--- config.mk ---
export PLATFORM = sky130hd
export DESIGN_NAME = gps_pin_mux
export DESIGN_NICKNAME = d
export VERILOG_FILES = /design/src/core/gps_pkg.sv /design/src/core/gps_pin_mux.sv
export SDC_FILE = /design/constraint.sdc
export NUM_CORES = 1
export LEC_CHECK = 0
export BUFFER_PORTS_ARGS = -buffer_cell sky130_fd_sc_hd__clkbuf_2
export CAP_MARGIN = 5
export CORE_ASPECT_RATIO = 0.6
export CORE_MARGIN = 3
export CORE_UTILIZATION = 54
export CTS_CLUSTER_DIAMETER = 40
export CTS_CLUSTER_SIZE = 8
export DETAILED_ROUTE_END_ITERATION = 8
export GPL_TIMING_DRIVEN = 0
export PLACE_DENSITY = 0.86
export SYNTH_ARGS = -nofsm -noshare
export SYNTH_HDL_FRONTEND = slang
export SYNTH_SLANG_ARGS = --single-unit
--- constraint.sdc ---
create_clock -name sys_clk -period 1.9 [get_ports sys_clk]
set_input_delay 0.19 -clock sys_clk [delete_from_list [all_inputs] [get_ports sys_clk]]
set_output_delay 0.19 -clock sys_clk [all_outputs]
set_load 0.1 [all_outputs]
--- src/core/gps_pkg.sv ---
package gps_pkg;

  // Pin count and the width of a settings index.
  localparam int         NUM_PINS  = 4;
  localparam logic [1:0] PIN0_IDX  = 2'h0;
  localparam logic [1:0] PIN1_IDX  = 2'h1;
  localparam logic [1:0] PIN2_IDX  = 2'h2;
  localparam logic [1:0] PIN3_IDX  = 2'h3;
  localparam logic [1:0] LAST_IDX  = PIN3_IDX;

  // Field layout of a settings byte; bits 7-5 are reserved and kept at zero.
  localparam int         LEVEL_BIT = 4;
  localparam int         DIR_BIT   = 3;
  localparam logic [7:0] KEEP_MASK = 8'h1F;
  localparam logic       DIR_IN    = 1'b1;
  localparam logic       DIR_OUT   = 1'b0;

  // Function codes shared by every pin, then per pin.
  localparam logic [2:0] FN_GPIO       = 3'h0;
  localparam logic [2:0] P0_SUSPEND    = 3'h1;
  localparam logic [2:0] P0_URX_LED    = 3'h2;
  localparam logic [2:0] P0_FN_MAX     = 3'h2;
  localparam logic [2:0] P1_CLK_OUT    = 3'h1;
  localparam logic [2:0] P1_ANALOG_IN  = 3'h2;
  localparam logic [2:0] P1_UTX_LED    = 3'h3;
  localparam logic [2:0] P1_INT_DETECT = 3'h4;
  localparam logic [2:0] P1_FN_MAX     = 3'h4;
  localparam logic [2:0] P2_CONFIGURED = 3'h1;
  localparam logic [2:0] P2_ANALOG_IN  = 3'h2;
  localparam logic [2:0] P2_ANALOG_OUT = 3'h3;
  localparam logic [2:0] P3_BUS_LED    = 3'h1;
  localparam logic [2:0] P3_ANALOG_IN  = 3'h2;
  localparam logic [2:0] P3_ANALOG_OUT = 3'h3;
  localparam logic [2:0] P23_FN_MAX    = 3'h3;

  // Shipped settings of the four pins.
  localparam logic [7:0] PIN0_FACTORY = 8'h12;
  localparam logic [7:0] PIN1_FACTORY = 8'h13;
  localparam logic [7:0] PIN2_FACTORY = 8'h11;
  localparam logic [7:0] PIN3_FACTORY = 8'h11;

  // One settings byte.
  typedef struct packed {
    logic [2:0] rsvd;
    logic       default_output_level;
    logic       pin_direction;
    logic [2:0] pin_function_select;
  } gps_setting_s;

  // One configuration command from the USB command decoder.
  typedef struct packed {
    logic       write;
    logic       nonvol;
    logic [1:0] index;
    logic [7:0] data;
  } gps_cmd_s;

  // Indicator and clock sources of the alternate functions.
  typedef struct packed {
    logic suspended;
    logic configured;
    logic uart_rx_act;
    logic uart_tx_act;
    logic bus_act;
    logic clk_out;
  } gps_alt_s;

  // Drive of one pin.
  typedef struct packed {
    logic oe;
    logic out;
  } gps_drive_s;

  // Load sequencer states, Gray coded.
  typedef enum logic [1:0] {
    ST_LOAD_REQ  = 2'b00,
    ST_LOAD_WAIT = 2'b01,
    ST_RUN       = 2'b11
  } gps_state_e;

endpackage

--- src/core/gps_pin_mux.sv ---
`timescale 1ns/100ps

module gps_pin_mux (
  input  wire logic                    sys_clk,
  input  wire logic                    reset_n,
  input  wire logic                    cmd_valid,
  input  wire gps_pkg::gps_cmd_s       cmd,
  output logic                         cmd_ready,
  output logic                         rsp_valid,
  output logic [7:0]                   rsp_data,
  output logic                         nv_rd_req,
  output logic [1:0]                   nv_rd_index,
  input  wire logic                    nv_rd_valid,
  input  wire logic [7:0]              nv_rd_data,
  output logic                         nv_wr_en,
  output logic [1:0]                   nv_wr_index,
  output logic [7:0]                   nv_wr_data,
  output logic                         load_done,
  input  wire gps_pkg::gps_alt_s       alt,
  input  wire logic [3:0]              pin_in,
  output logic [3:0]                   pin_out,
  output logic [3:0]                   pin_oe,
  output logic [3:0]                   gpio_in_level,
  output logic [2:0]                   analog_in_sel,
  output logic [1:0]                   analog_out_sel,
  output logic                         int_detect_en,
  output logic                         int_detect_in
);
  import gps_pkg::*;

  gps_state_e      state_reg;            // Load sequencer state.
  logic [1:0]      load_idx_reg;         // Byte being fetched from storage.
  gps_setting_s    work_reg [NUM_PINS];  // Working copy that steers the pins.
  gps_setting_s    nv_shadow_reg [NUM_PINS]; // Last known nonvolatile contents.
  logic [3:0]      pin_meta_reg;         // First synchroniser stage.
  logic [3:0]      pin_sync_reg;         // Second synchroniser stage.
  gps_drive_s      drive_next [NUM_PINS]; // Decoded drive of each pin.
  logic            accept;               // A command is taken this cycle.
  logic            wr_vol;               // Accepted working copy write.
  logic            wr_nv;                // Accepted nonvolatile write.
  gps_setting_s    cmd_setting;          // Command data with reserved bits cleared.

  // Reserved bits are forced to zero, so readback never shows them set.
  function automatic gps_setting_s clean(input logic [7:0] raw);
    clean = gps_setting_s'(raw & KEEP_MASK);
  endfunction

  // True when the code is not defined for that pin.
  function automatic logic is_reserved(input logic [1:0] idx, input logic [2:0] fn);
    logic [2:0] fmax;
    fmax = P23_FN_MAX;
    unique case (idx)
      PIN0_IDX: fmax = P0_FN_MAX;
      PIN1_IDX: fmax = P1_FN_MAX;
      PIN2_IDX: fmax = P23_FN_MAX;
      PIN3_IDX: fmax = P23_FN_MAX;
    endcase
    is_reserved = (fn > fmax);
  endfunction

  // Pin drive from a settings byte. Analog, interrupt and reserved choices
  // leave the digital driver off, so a bad code can never fight the board.
  function automatic gps_drive_s drive_of(input logic [1:0] idx,
                                          input gps_setting_s s,
                                          input gps_alt_s a);
    gps_drive_s d;
    d = '0;
    if (s.pin_function_select == FN_GPIO) begin
      d.oe  = (s.pin_direction == DIR_OUT);
      d.out = d.oe & s.default_output_level;
    end else if (is_reserved(idx, s.pin_function_select)) begin
      d = '0;
    end else begin
      unique case (idx)
        PIN0_IDX: begin
          // Suspend indicator is low while the bus is suspended.
          d.oe  = 1'b1;
          d.out = (s.pin_function_select == P0_SUSPEND) ? ~a.suspended : a.uart_rx_act;
        end
        PIN1_IDX: begin
          d.oe  = (s.pin_function_select == P1_CLK_OUT) ||
                  (s.pin_function_select == P1_UTX_LED);
          d.out = (s.pin_function_select == P1_CLK_OUT) ? a.clk_out :
                  (d.oe & a.uart_tx_act);
        end
        PIN2_IDX: begin
          d.oe  = (s.pin_function_select == P2_CONFIGURED);
          d.out = d.oe & a.configured;
        end
        PIN3_IDX: begin
          d.oe  = (s.pin_function_select == P3_BUS_LED);
          d.out = d.oe & a.bus_act;
        end
      endcase
    end
    drive_of = d;
  endfunction

  // Commands are held off until the working copy has been loaded.
  assign cmd_ready   = (state_reg == ST_RUN);
  assign accept      = cmd_valid & cmd_ready;
  assign wr_vol      = accept & cmd.write & ~cmd.nonvol;
  assign wr_nv       = accept & cmd.write & cmd.nonvol;
  assign cmd_setting = clean(cmd.data);
  assign nv_rd_req   = (state_reg == ST_LOAD_REQ);
  assign nv_rd_index = load_idx_reg;
  assign load_done   = (state_reg == ST_RUN);

  // Load sequencer: fetch each stored byte in pin order, one at a time.
  always_ff @(posedge sys_clk) begin
    if (!reset_n) begin
      state_reg    <= ST_LOAD_REQ;
      load_idx_reg <= PIN0_IDX;
    end else begin
      unique case (state_reg)
        ST_LOAD_REQ: state_reg <= ST_LOAD_WAIT;
        ST_LOAD_WAIT: begin
          if (nv_rd_valid) begin
            if (load_idx_reg == LAST_IDX) begin
              state_reg <= ST_RUN;
            end else begin
              state_reg    <= ST_LOAD_REQ;
              load_idx_reg <= load_idx_reg + 2'h1;
            end
          end
        end
        ST_RUN: state_reg <= ST_RUN;
        default: state_reg <= ST_LOAD_REQ;
      endcase
    end
  end

  // Working copy: shipped values until storage answers, then host writes.
  always_ff @(posedge sys_clk) begin
    if (!reset_n) begin
      work_reg[PIN0_IDX] <= gps_setting_s'(PIN0_FACTORY);
      work_reg[PIN1_IDX] <= gps_setting_s'(PIN1_FACTORY);
      work_reg[PIN2_IDX] <= gps_setting_s'(PIN2_FACTORY);
      work_reg[PIN3_IDX] <= gps_setting_s'(PIN3_FACTORY);
    end else if (state_reg == ST_LOAD_WAIT && nv_rd_valid) begin
      work_reg[load_idx_reg] <= clean(nv_rd_data);
    end else if (wr_vol) begin
      work_reg[cmd.index] <= cmd_setting;
    end
  end

  // Shadow of storage so reads of the nonvolatile copy answer at once.
  always_ff @(posedge sys_clk) begin
    if (!reset_n) begin
      for (int i = 0; i < NUM_PINS; i++) begin
        nv_shadow_reg[i] <= '0;
      end
    end else if (state_reg == ST_LOAD_WAIT && nv_rd_valid) begin
      nv_shadow_reg[load_idx_reg] <= clean(nv_rd_data);
    end else if (wr_nv) begin
      nv_shadow_reg[cmd.index] <= cmd_setting;
    end
  end

  // Storage write strobe; it leaves the pins alone until the next power-up.
  always_ff @(posedge sys_clk) begin
    if (!reset_n) begin
      nv_wr_en    <= 1'b0;
      nv_wr_index <= PIN0_IDX;
      nv_wr_data  <= '0;
    end else begin
      nv_wr_en <= wr_nv;
      if (wr_nv) begin
        nv_wr_index <= cmd.index;
        nv_wr_data  <= cmd_setting;
      end
    end
  end

  // Every accepted command answers one cycle later with the byte it names.
  always_ff @(posedge sys_clk) begin
    if (!reset_n) begin
      rsp_valid <= 1'b0;
      rsp_data  <= '0;
    end else begin
      rsp_valid <= accept;
      if (accept) begin
        if (cmd.write) begin
          rsp_data <= cmd_setting;
        end else if (cmd.nonvol) begin
          rsp_data <= nv_shadow_reg[cmd.index];
        end else begin
          rsp_data <= work_reg[cmd.index];
        end
      end
    end
  end

  // Pins come from outside the clock domain; two flops before any use.
  always_ff @(posedge sys_clk) begin
    if (!reset_n) begin
      pin_meta_reg <= '0;
      pin_sync_reg <= '0;
    end else begin
      pin_meta_reg <= pin_in;
      pin_sync_reg <= pin_meta_reg;
    end
  end

  // Decode all four pins from the working copy.
  always_comb begin
    for (int i = 0; i < NUM_PINS; i++) begin
      drive_next[i] = drive_of(2'(i), work_reg[i], alt);
    end
  end

  // Pin drivers are registered; the cost is one cycle of latency.
  always_ff @(posedge sys_clk) begin
    if (!reset_n) begin
      pin_out <= '0;
      pin_oe  <= '0;
    end else begin
      for (int i = 0; i < NUM_PINS; i++) begin
        pin_out[i] <= drive_next[i].out;
        pin_oe[i]  <= drive_next[i].oe;
      end
    end
  end

  // Side outputs: input levels, analog routing and the interrupt source.
  always_ff @(posedge sys_clk) begin
    if (!reset_n) begin
      gpio_in_level  <= '0;
      analog_in_sel  <= '0;
      analog_out_sel <= '0;
      int_detect_en  <= 1'b0;
      int_detect_in  <= 1'b0;
    end else begin
      for (int i = 0; i < NUM_PINS; i++) begin
        gpio_in_level[i] <= pin_sync_reg[i] &
          (work_reg[i].pin_function_select == FN_GPIO) &
          (work_reg[i].pin_direction == DIR_IN);
      end
      analog_in_sel[0]  <= (work_reg[PIN1_IDX].pin_function_select == P1_ANALOG_IN);
      analog_in_sel[1]  <= (work_reg[PIN2_IDX].pin_function_select == P2_ANALOG_IN);
      analog_in_sel[2]  <= (work_reg[PIN3_IDX].pin_function_select == P3_ANALOG_IN);
      analog_out_sel[0] <= (work_reg[PIN2_IDX].pin_function_select == P2_ANALOG_OUT);
      analog_out_sel[1] <= (work_reg[PIN3_IDX].pin_function_select == P3_ANALOG_OUT);
      int_detect_en     <= (work_reg[PIN1_IDX].pin_function_select == P1_INT_DETECT);
      int_detect_in     <= pin_sync_reg[PIN1_IDX] &
                           (work_reg[PIN1_IDX].pin_function_select == P1_INT_DETECT);
    end
  end

  // Count of stored bytes received, only for the load check below.
  logic [2:0] load_cnt_reg;
  always_ff @(posedge sys_clk) begin
    if (!reset_n) begin
      load_cnt_reg <= '0;
    end else if (state_reg == ST_LOAD_WAIT && nv_rd_valid) begin
      load_cnt_reg <= load_cnt_reg + 3'h1;
    end
  end

  a_load_all_bytes: assert property (@(posedge sys_clk) disable iff (!reset_n)
    $rose(load_done) |-> load_cnt_reg == 3'(NUM_PINS))
    else $error("run entered before four bytes loaded");

  a_gpio_out_level: assert property (@(posedge sys_clk) disable iff (!reset_n)
    wr_vol && cmd.data[2:0] == FN_GPIO && !cmd.data[DIR_BIT] |-> ##2
      (pin_oe[$past(cmd.index, 2)] &&
       pin_out[$past(cmd.index, 2)] == $past(cmd.data[LEVEL_BIT], 2)))
    else $error("gpio output did not follow written level");

  a_gpio_in_quiet: assert property (@(posedge sys_clk) disable iff (!reset_n)
    wr_vol && cmd.data[2:0] == FN_GPIO && cmd.data[DIR_BIT] |-> ##2
      !pin_oe[$past(cmd.index, 2)])
    else $error("gpio input pin is driven");

  a_reserved_quiet: assert property (@(posedge sys_clk) disable iff (!reset_n)
    wr_vol && is_reserved(cmd.index, cmd.data[2:0]) |-> ##2
      !pin_oe[$past(cmd.index, 2)])
    else $error("reserved code drives pin");

  a_nv_write_strobe: assert property (@(posedge sys_clk) disable iff (!reset_n)
    wr_nv |=> nv_wr_en && nv_wr_data == ($past(cmd.data) & KEEP_MASK))
    else $error("storage write not issued");

  a_rsvd_read_zero: assert property (@(posedge sys_clk) disable iff (!reset_n)
    rsp_valid |-> rsp_data[7:5] == 3'h0)
    else $error("reserved bits read nonzero");

  a_suspend_low: assert property (@(posedge sys_clk) disable iff (!reset_n)
    work_reg[PIN0_IDX].pin_function_select == P0_SUSPEND |=>
      pin_oe[0] && pin_out[0] == !$past(alt.suspended))
    else $error("suspend indicator wrong");

  a_int_detect_sel: assert property (@(posedge sys_clk) disable iff (!reset_n)
    work_reg[PIN1_IDX].pin_function_select == P1_INT_DETECT |=>
      int_detect_en && !pin_oe[1])
    else $error("interrupt detector not selected");

  a_dac_one_sel: assert property (@(posedge sys_clk) disable iff (!reset_n)
    work_reg[PIN2_IDX].pin_function_select == P2_ANALOG_OUT |=>
      analog_out_sel[0] && !pin_oe[2])
    else $error("analog out one not routed");

  a_bus_led_drive: assert property (@(posedge sys_clk) disable iff (!reset_n)
    work_reg[PIN3_IDX].pin_function_select == P3_BUS_LED |=>
      pin_oe[3] && pin_out[3] == $past(alt.bus_act))
    else $error("bus activity led wrong");

  a_shipped_pins: assert property (@(posedge sys_clk) disable iff (!reset_n)
    state_reg == ST_LOAD_REQ && load_idx_reg == PIN0_IDX |=>
      pin_oe == 4'hF && pin_out[2] == $past(alt.configured))
    else $error("shipped pin functions not active");

endmodule

==> reports/summary.txt, run 1 <==
Layout Skew - 0.00696 ns
Hold WS - 0.0458 ns
1st-pass router iterations - 4
crit path kind - flop to flop
core box area - 6410 µm²
Iter 0 DRT Violations - 380
critical path's largest stage delay - 0.34 ns
max-slew violation total from the final report - 0
commonest cells after routing, fill and taps aside - clkbuf_2, nor2_1, dfxtp_1
Final Cycle Share - 97.7%
Sequential Power Share - 47.0%
worst path bufs/invs - 1
Max Fclk - 0.539 GHz
GRT Total Usage - 25.0%
Detail Route Antenna Nets - 0
GP Congestion - 0.917
CTS Root Buffer Type - clkbuf_16
Int Pwr - 3.14 mW
met2 Track Usage GR - 37.9%
data required time at the worst endpoint - 1.94 ns
Worst setup EP type - flop
NetSw - 1.12 mW
routed via count - 2869
vias in the first global route - 2824
Clock H-tree levels - 3
Net Sw Frac - 26.3%
layout cell share with drive strength beyond 1 - 28.7%
clock transition at the registers of the reported paths - 0.07 ns
Mean Syn Cell Area - 11.2 µm²
R2R Path Start - state_reg[1]
leakage power - 1.90 nW
gr ovfl total - 0
CTS tree - built
Final Hold Fails - 0
CTS Buffer Depth - 2
CP top delay family - compound AO/OA/AOI/OAI gates
Syn. warnings - 0
Slowest cell on crit path - o21ai_0
Syn Inst Count - 335
Power, Total - 4.26 mW
Final Core Density - 70.8%
largest net degree at the start of global routing - 17
DIE AREA - 8050 µm²
Avg WL per Cell - 19.0 µm
GR Util met3 - 9.40%
total negative setup slack - 0 ns
cts hold-fix bufs - 0
met1 GRT Util - 33.5%
Async SR Flop Fraction - 0%
length in cells of the worst reg-to-reg path - 5
initial core utilization - 58.7%
max_slew headroom - 61.0%
Post-synth EDFFs - 40
Layout Area Growth over Synthesis - 20.6%
Crit Path Max Fanout - 10
Hold Crit Start - pin_in[0]
PwrDens - 937 nW/µm²
Syn Std Cell Area - 3770 µm²
Setup violations, final - 0
Worst Path Arrival - 1.90 ns
critical path startpoint category - flop
most common library cell in the layout ignoring fill and taps - clkbuf_2
first-pass GRT wire length - 15200 µm
cells along the critical path - buf_4 > nand4b_4 > o21ai_0 > o21ai_1 > nand2_2
Antenna Cells - 0
most used routing layer - met2
Clk pwr share - 42.2%
vias per inst - 5.72
sequential area share after synthesis - 55.8%
R2R Path End - nv_shadow_reg[1][1]
IO Port Bufs - 63
RSZ-0062 raised after global routing - yes
Worst VDD drop - 631 µV
Comb power frac - 10.8%
initial antenna violation count - 0
post-synth cell types - 53
outcome - complete, no violations
height of the die - 70.7 µm
final WL - 9520 µm
# IOs - 78
Hold Crit Depth - 2
Clock Latency Late Sink - 0.34 ns
cell row count - 22
Worst Hold Path EP - pin_meta_reg[0]
TritonCTS Sinks - 85
predominant post-synthesis flop cell - dfxtp_1
Die W - 114 µm
Post-DP HPWL - 6850 µm
max_cap viols - 0
DRC violations left - 0
synthesis-stage register bit count - 85
nets - 448
R2R Setup Slk - 0.04 ns
TritonCTS Buffers - 9
min Tclk post-route - 1.86 ns
Slew @ Worst Pin - 0.580 ns
Hold Crit Class - input port to flop
==> cells in the mapped netlist (all sizes together), types with 2 or more instances <==
library cell  count  area [µm²]
edfxtp           40        1200
nand3            17        97.6
nand2b            6        37.5
dfxtp            45         901
nor2             45         169
a21oi             6        30.0
a32o              3        30.0
nor3              5        36.3
and2b             2        15.0
o221ai            5        43.8
nor3b             4        30.0
mux2i             7        70.1
inv              14        52.6
nand4b            2        32.5
and4b             2        20.0
or3b              2        17.5
and2             15        96.3
o21ai             5        25.0
and3              3        18.8
mux4             10         259
nand2            38         143
a22oi             6        65.1
a31oi             2        12.5
nor2b             4        25.0
o22ai             2        12.5
a21boi            7        52.6
buf              18         131
nor4bb            2        20.0
clkbuf            6        23.8
==> power by group through the flow <==
stage | combinational [mW] | sequential, mW | clock, mW
after global routing | 0.485 | 2.01 | 1.88
after global placement | 0.439 | 2.04 | 0
after detailed placement | 0.449 | 2.04 | 0
after CTS | 0.454 | 2.00 | 1.81
after floorplan | 0.243 | 2.12 | 0
final | 0.459 | 2.00 | 1.80
==> worst max path at each step <==
stage | startpoint | to | slack [ns] | cells past startpoint
after floorplan | state_reg[1] | nv_rd_req | 0.006 | 2
after global placement | state_reg[0] | work_reg[3][2] | -0.03 | 5
after detailed placement | nv_rd_index[1] | nv_shadow_reg[1][2] | -0.10 | 4
after CTS | nv_rd_index[1] | nv_shadow_reg[2][2] | 0.02 | 5
after global routing | state_reg[1] | nv_shadow_reg[1][0] | -0.01 | 5
final | state_reg[1] | nv_shadow_reg[1][1] | 0.04 | 5
==> stage by stage <==
| step | setup slack [ns] | instances | area [µm²] |
|---|---|---|---|
| global route | -0.0100 | 502 | 4540 |
| global placement | -0.0283 | 487 | 4210 |
| finish | 0.0437 | 502 | 4540 |
| detailed placement | -0.104 | 487 | 4210 |
| CTS | 0.0207 | 503 | 4520 |
| floorplan | 0.00600 | 340 | 3790 |
==> layout make-up <==
cell class	count	area (µm²)
multi-input cells	217	1510
clock inverters	7	78.8
plain buffers	23	151
fillers	445	1870
well taps	84	105
inverters	14	52.6
flip-flops and latches	85	2110
clock buffers	9	225
repair buffers	63	315
==> metal layers <==
layer  routed length, µm  vias up
met5                   0        -
met4                 178        0
met3                1120       20
met2                4400      170
met1                3830     1337
li1                    -     1342
==> cells by family after synthesis <==
logic type	share of synthesized area, %
AO/OA/AOI/OAI	8.07
XOR/XNOR	0.233
adder cells (fa/ha/maj)	0.332
buffers and inverters	5.51
flip-flops	55.8
multiplexers	8.74
other	0.0996
AND/OR/NAND/NOR	21.2
==> worst register-to-register path, delay by kind of cell, from the launching register on <==
family / cells / cell delay [ns]
AO/OA/AOI/OAI: 2 / 0.64
flip-flops: 1 / 0.30
buffers and inverters: 1 / 0.16
AND/OR/NAND/NOR: 2 / 0.45
==> what timing repair did <==
item	4_1_cts	5_1_grt
setup endpoints to repair	15	35
pin swaps	0	1
resized for setup	3	7
buffers inserted	0	0
cloned	0	0
No activity file was read; power rests on OpenSTA's default activity.
==> run 2: changes to the inputs <==
--- a/config.mk
+++ b/config.mk
@@ -7,2 +7,3 @@
 export LEC_CHECK = 0
+export ABC_CLOCK_PERIOD_IN_PS = 1900
 export BUFFER_PORTS_ARGS = -buffer_cell sky130_fd_sc_hd__clkbuf_2
--- a/constraint.sdc
+++ b/constraint.sdc
@@ -3,2 +3,2 @@
 set_output_delay 0.19 -clock sys_clk [all_outputs]
-set_load 0.1 [all_outputs]
+set_load 0.005 [all_outputs]
==> reports/summary.txt, run 2 (same netlist as run 1, synthesis figures left out) <==
outcome - complete, no violations (unchanged)
cells along the critical path - buf_4 > nand4_2 > nor2_2 > nand3_1 > nand3_1 (was buf_4 > nand4b_4 > o21ai_0 > o21ai_1 > nand2_2)
critical path startpoint category - flop (unchanged)
Avg WL per Cell - 19.1 µm (was 19.0 µm)
Post-DP HPWL - 6810 µm (was 6850 µm)
IO Port Bufs - 63 (unchanged)
first-pass GRT wire length - 14800 µm (was 15200 µm)
Layout Area Growth over Synthesis - 20.9% (was 20.6%)
R2R Setup Slk - 0.05 ns (was 0.04 ns)
R2R Path Start - state_reg[0] (was state_reg[1])
# IOs - 78 (unchanged)
critical path's largest stage delay - 0.37 ns (was 0.34 ns)
Hold WS - 0.0467 ns (was 0.0458 ns)
Hold Crit Depth - 2 (unchanged)
Comb power frac - 7.7% (was 10.8%)
most frequent CP cell - nand3_1
Iter 0 DRT Violations - 361 (was 380)
Net Sw Frac - 23.8% (was 26.3%)
cell row count - 22 (unchanged)
Final Cycle Share - 97.3% (was 97.7%)
GP Congestion - 0.915 (was 0.917)
placed instance area - 4210 µm² (about the same)
Worst Hold Path EP - pin_meta_reg[0] (unchanged)
max-slew violation total from the final report - 0 (unchanged)
nets - 449 (was 448)
PwrDens - 888 nW/µm² (was 937 nW/µm²)
DIE AREA - 8050 µm² (unchanged)
vias per inst - 5.85 (was 5.72)
GRT Total Usage - 24.4% (was 25.0%)
Final Hold Fails - 0 (unchanged)
crit path kind - flop to flop (unchanged)
Clk pwr share - 42.9% (was 42.2%)
Placed Instances - 487 (unchanged)
CTS Buffer Depth - 2 (unchanged)
Crit Path Max Fanout - 10 (unchanged)
Slew @ Worst Pin - 0.568 ns (was 0.580 ns)
Int Pwr - 3.08 mW (was 3.14 mW)
DRC violations left - 0 (unchanged)
Max Fclk - 0.541 GHz (was 0.539 GHz)
Layout Skew - 0.00594 ns (was 0.00696 ns)
Clock Latency Late Sink - 0.35 ns (was 0.34 ns)
clock transition at the registers of the reported paths - 0.06 ns (was 0.07 ns)
final WL - 9590 µm (was 9520 µm)
CP top delay family - simple AND/OR/NAND/NOR gates (was compound AO/OA/AOI/OAI gates)
slack of the critical path - 0.0516 ns (was 0.0437 ns)
layout cell share with drive strength beyond 1 - 28.6% (was 28.7%)
NetSw - 0.964 mW (was 1.12 mW)
commonest cells after routing, fill and taps aside - clkbuf_2, dfxtp_1, nor2_1 (was clkbuf_2, nor2_1, dfxtp_1)
Worst Path Arrival - 1.87 ns (was 1.90 ns)
min Tclk post-route - 1.85 ns (was 1.86 ns)
TritonCTS Buffers - 9 (unchanged)
1st-pass router iterations - 5 (was 4)
CTS tree - built (unchanged)
Slowest cell on crit path - nor2_2 (was o21ai_0)
largest net degree at the start of global routing - 17 (unchanged)
Setup Buffers After CTS - 0 (unchanged)
CTS Root Buffer Type - clkbuf_16 (unchanged)
data required time at the worst endpoint - 1.92 ns (was 1.94 ns)
Antenna Cells - 0 (unchanged)
Clock H-tree levels - 3 (unchanged)
vias in the first global route - 2816 (was 2824)
height of the die - 70.7 µm (unchanged)
initial core utilization - 58.7% (unchanged)
Worst VDD drop - 459 µV (was 631 µV)
initial antenna violation count - 0 (unchanged)
Finished Cell Area - 4550 µm² (was 4540 µm²)
Die W - 114 µm (unchanged)
Detail Route Antenna Nets - 0 (unchanged)
most common library cell in the layout ignoring fill and taps - clkbuf_2 (unchanged)
leakage power - 1.90 nW (about the same)
core box area - 6410 µm² (unchanged)
Worst setup EP type - flop (unchanged)
Setup violations, final - 0 (unchanged)
max_cap viols - 0 (unchanged)
Sequential Power Share - 49.5% (was 47.0%)
post-placement worst setup slack - -0.0936 ns (was -0.104 ns)
length in cells of the worst reg-to-reg path - 5 (unchanged)
Hold Crit Class - input port to flop (unchanged)
final std cells w/o fill - 503 (was 502)
TritonCTS Sinks - 85 (unchanged)
routed via count - 2942 (was 2869)
max_slew headroom - 62.1% (was 61.0%)
R2R Path End - nv_shadow_reg[3][2] (was nv_shadow_reg[1][1])
gr ovfl total - 0 (unchanged)
Hold Crit Start - pin_in[0] (unchanged)
worst path bufs/invs - 1 (unchanged)
-- run 2: changes by cell type in the layout (fill, tap and decap cells not counted), sizes merged --
| cell | previous run | this run |
|---|---|---|
| bufinv | 1 | 0 |
| clkbuf | 77 | 79 |
| clkinvlp | 0 | 2 |
| inv | 19 | 17 |
-- run 2: per-layer routing --
layer | vias to the layer above | part of all wire, % | GRT usage, %
li1 | 1346 | - | -
met4 | 0 | 1.9 | 7.64
met5 | - | 0 | 0
met2 | 188 | 45 | 36.3
met3 | 25 | 13 | 9.40
met1 | 1383 | 41 | 33.3
-- run 2: power by group through the flow --
stage / registers (mW) / logic [mW] / clock network [mW]
after floorplan: 2.03 / 0.183 / 0
after global placement: 2.04 / 0.284 / 0
after detailed placement: 2.04 / 0.293 / 0
after CTS: 2.00 / 0.298 / 1.73
after global routing: 2.01 / 0.334 / 1.81
final: 2.00 / 0.310 / 1.73
-- run 2: final cells by class --
cell class                      count  area (µm²)
Tap cell                           84         105
Inverter                           14        52.6
Multi-Input combinational cell    217        1520
Timing Repair Buffer               63         315
Clock buffer                       10         250
Sequential cell                    85        2100
Fill cell                         440        1860
Clock inverter                      6        50.0
Buffer                             24         156
-- run 2: repair_timing --
| action | CTS | global route |
|---|---|---|
| endpoints found under the setup margin | 25 | 29 |
| hold buffers | 0 | 0 |
| resized for setup | 5 | 9 |
| cloned | 0 | 0 |
-- run 2: worst max path at each step --
stage / from / cells after the start / slack (ns) / endpoint
after floorplan: state_reg[0] / 5 / 0.24 / work_reg[3][0]
after global placement: nv_rd_index[1] / 4 / -0.01 / nv_shadow_reg[1][1]
after detailed placement: nv_rd_index[1] / 4 / -0.09 / nv_shadow_reg[1][3]
after CTS: state_reg[1] / 5 / 0.02 / work_reg[2][4]
after global routing: nv_rd_index[1] / 5 / -0.005 / nv_shadow_reg[2][2]
final: state_reg[0] / 5 / 0.05 / nv_shadow_reg[3][2]
-- run 2: through the flow --
step           TNS [ns]  util [%]  power [mW]
6_report              0      71.0        4.04
5_1_grt         -0.0226      71.0        4.15
4_1_cts               0      70.4        4.03
3_5_place_dp     -0.873      65.6        2.33
3_3_place_gp    -0.0679      65.6        2.32
2_1_floorplan         0         -        2.21
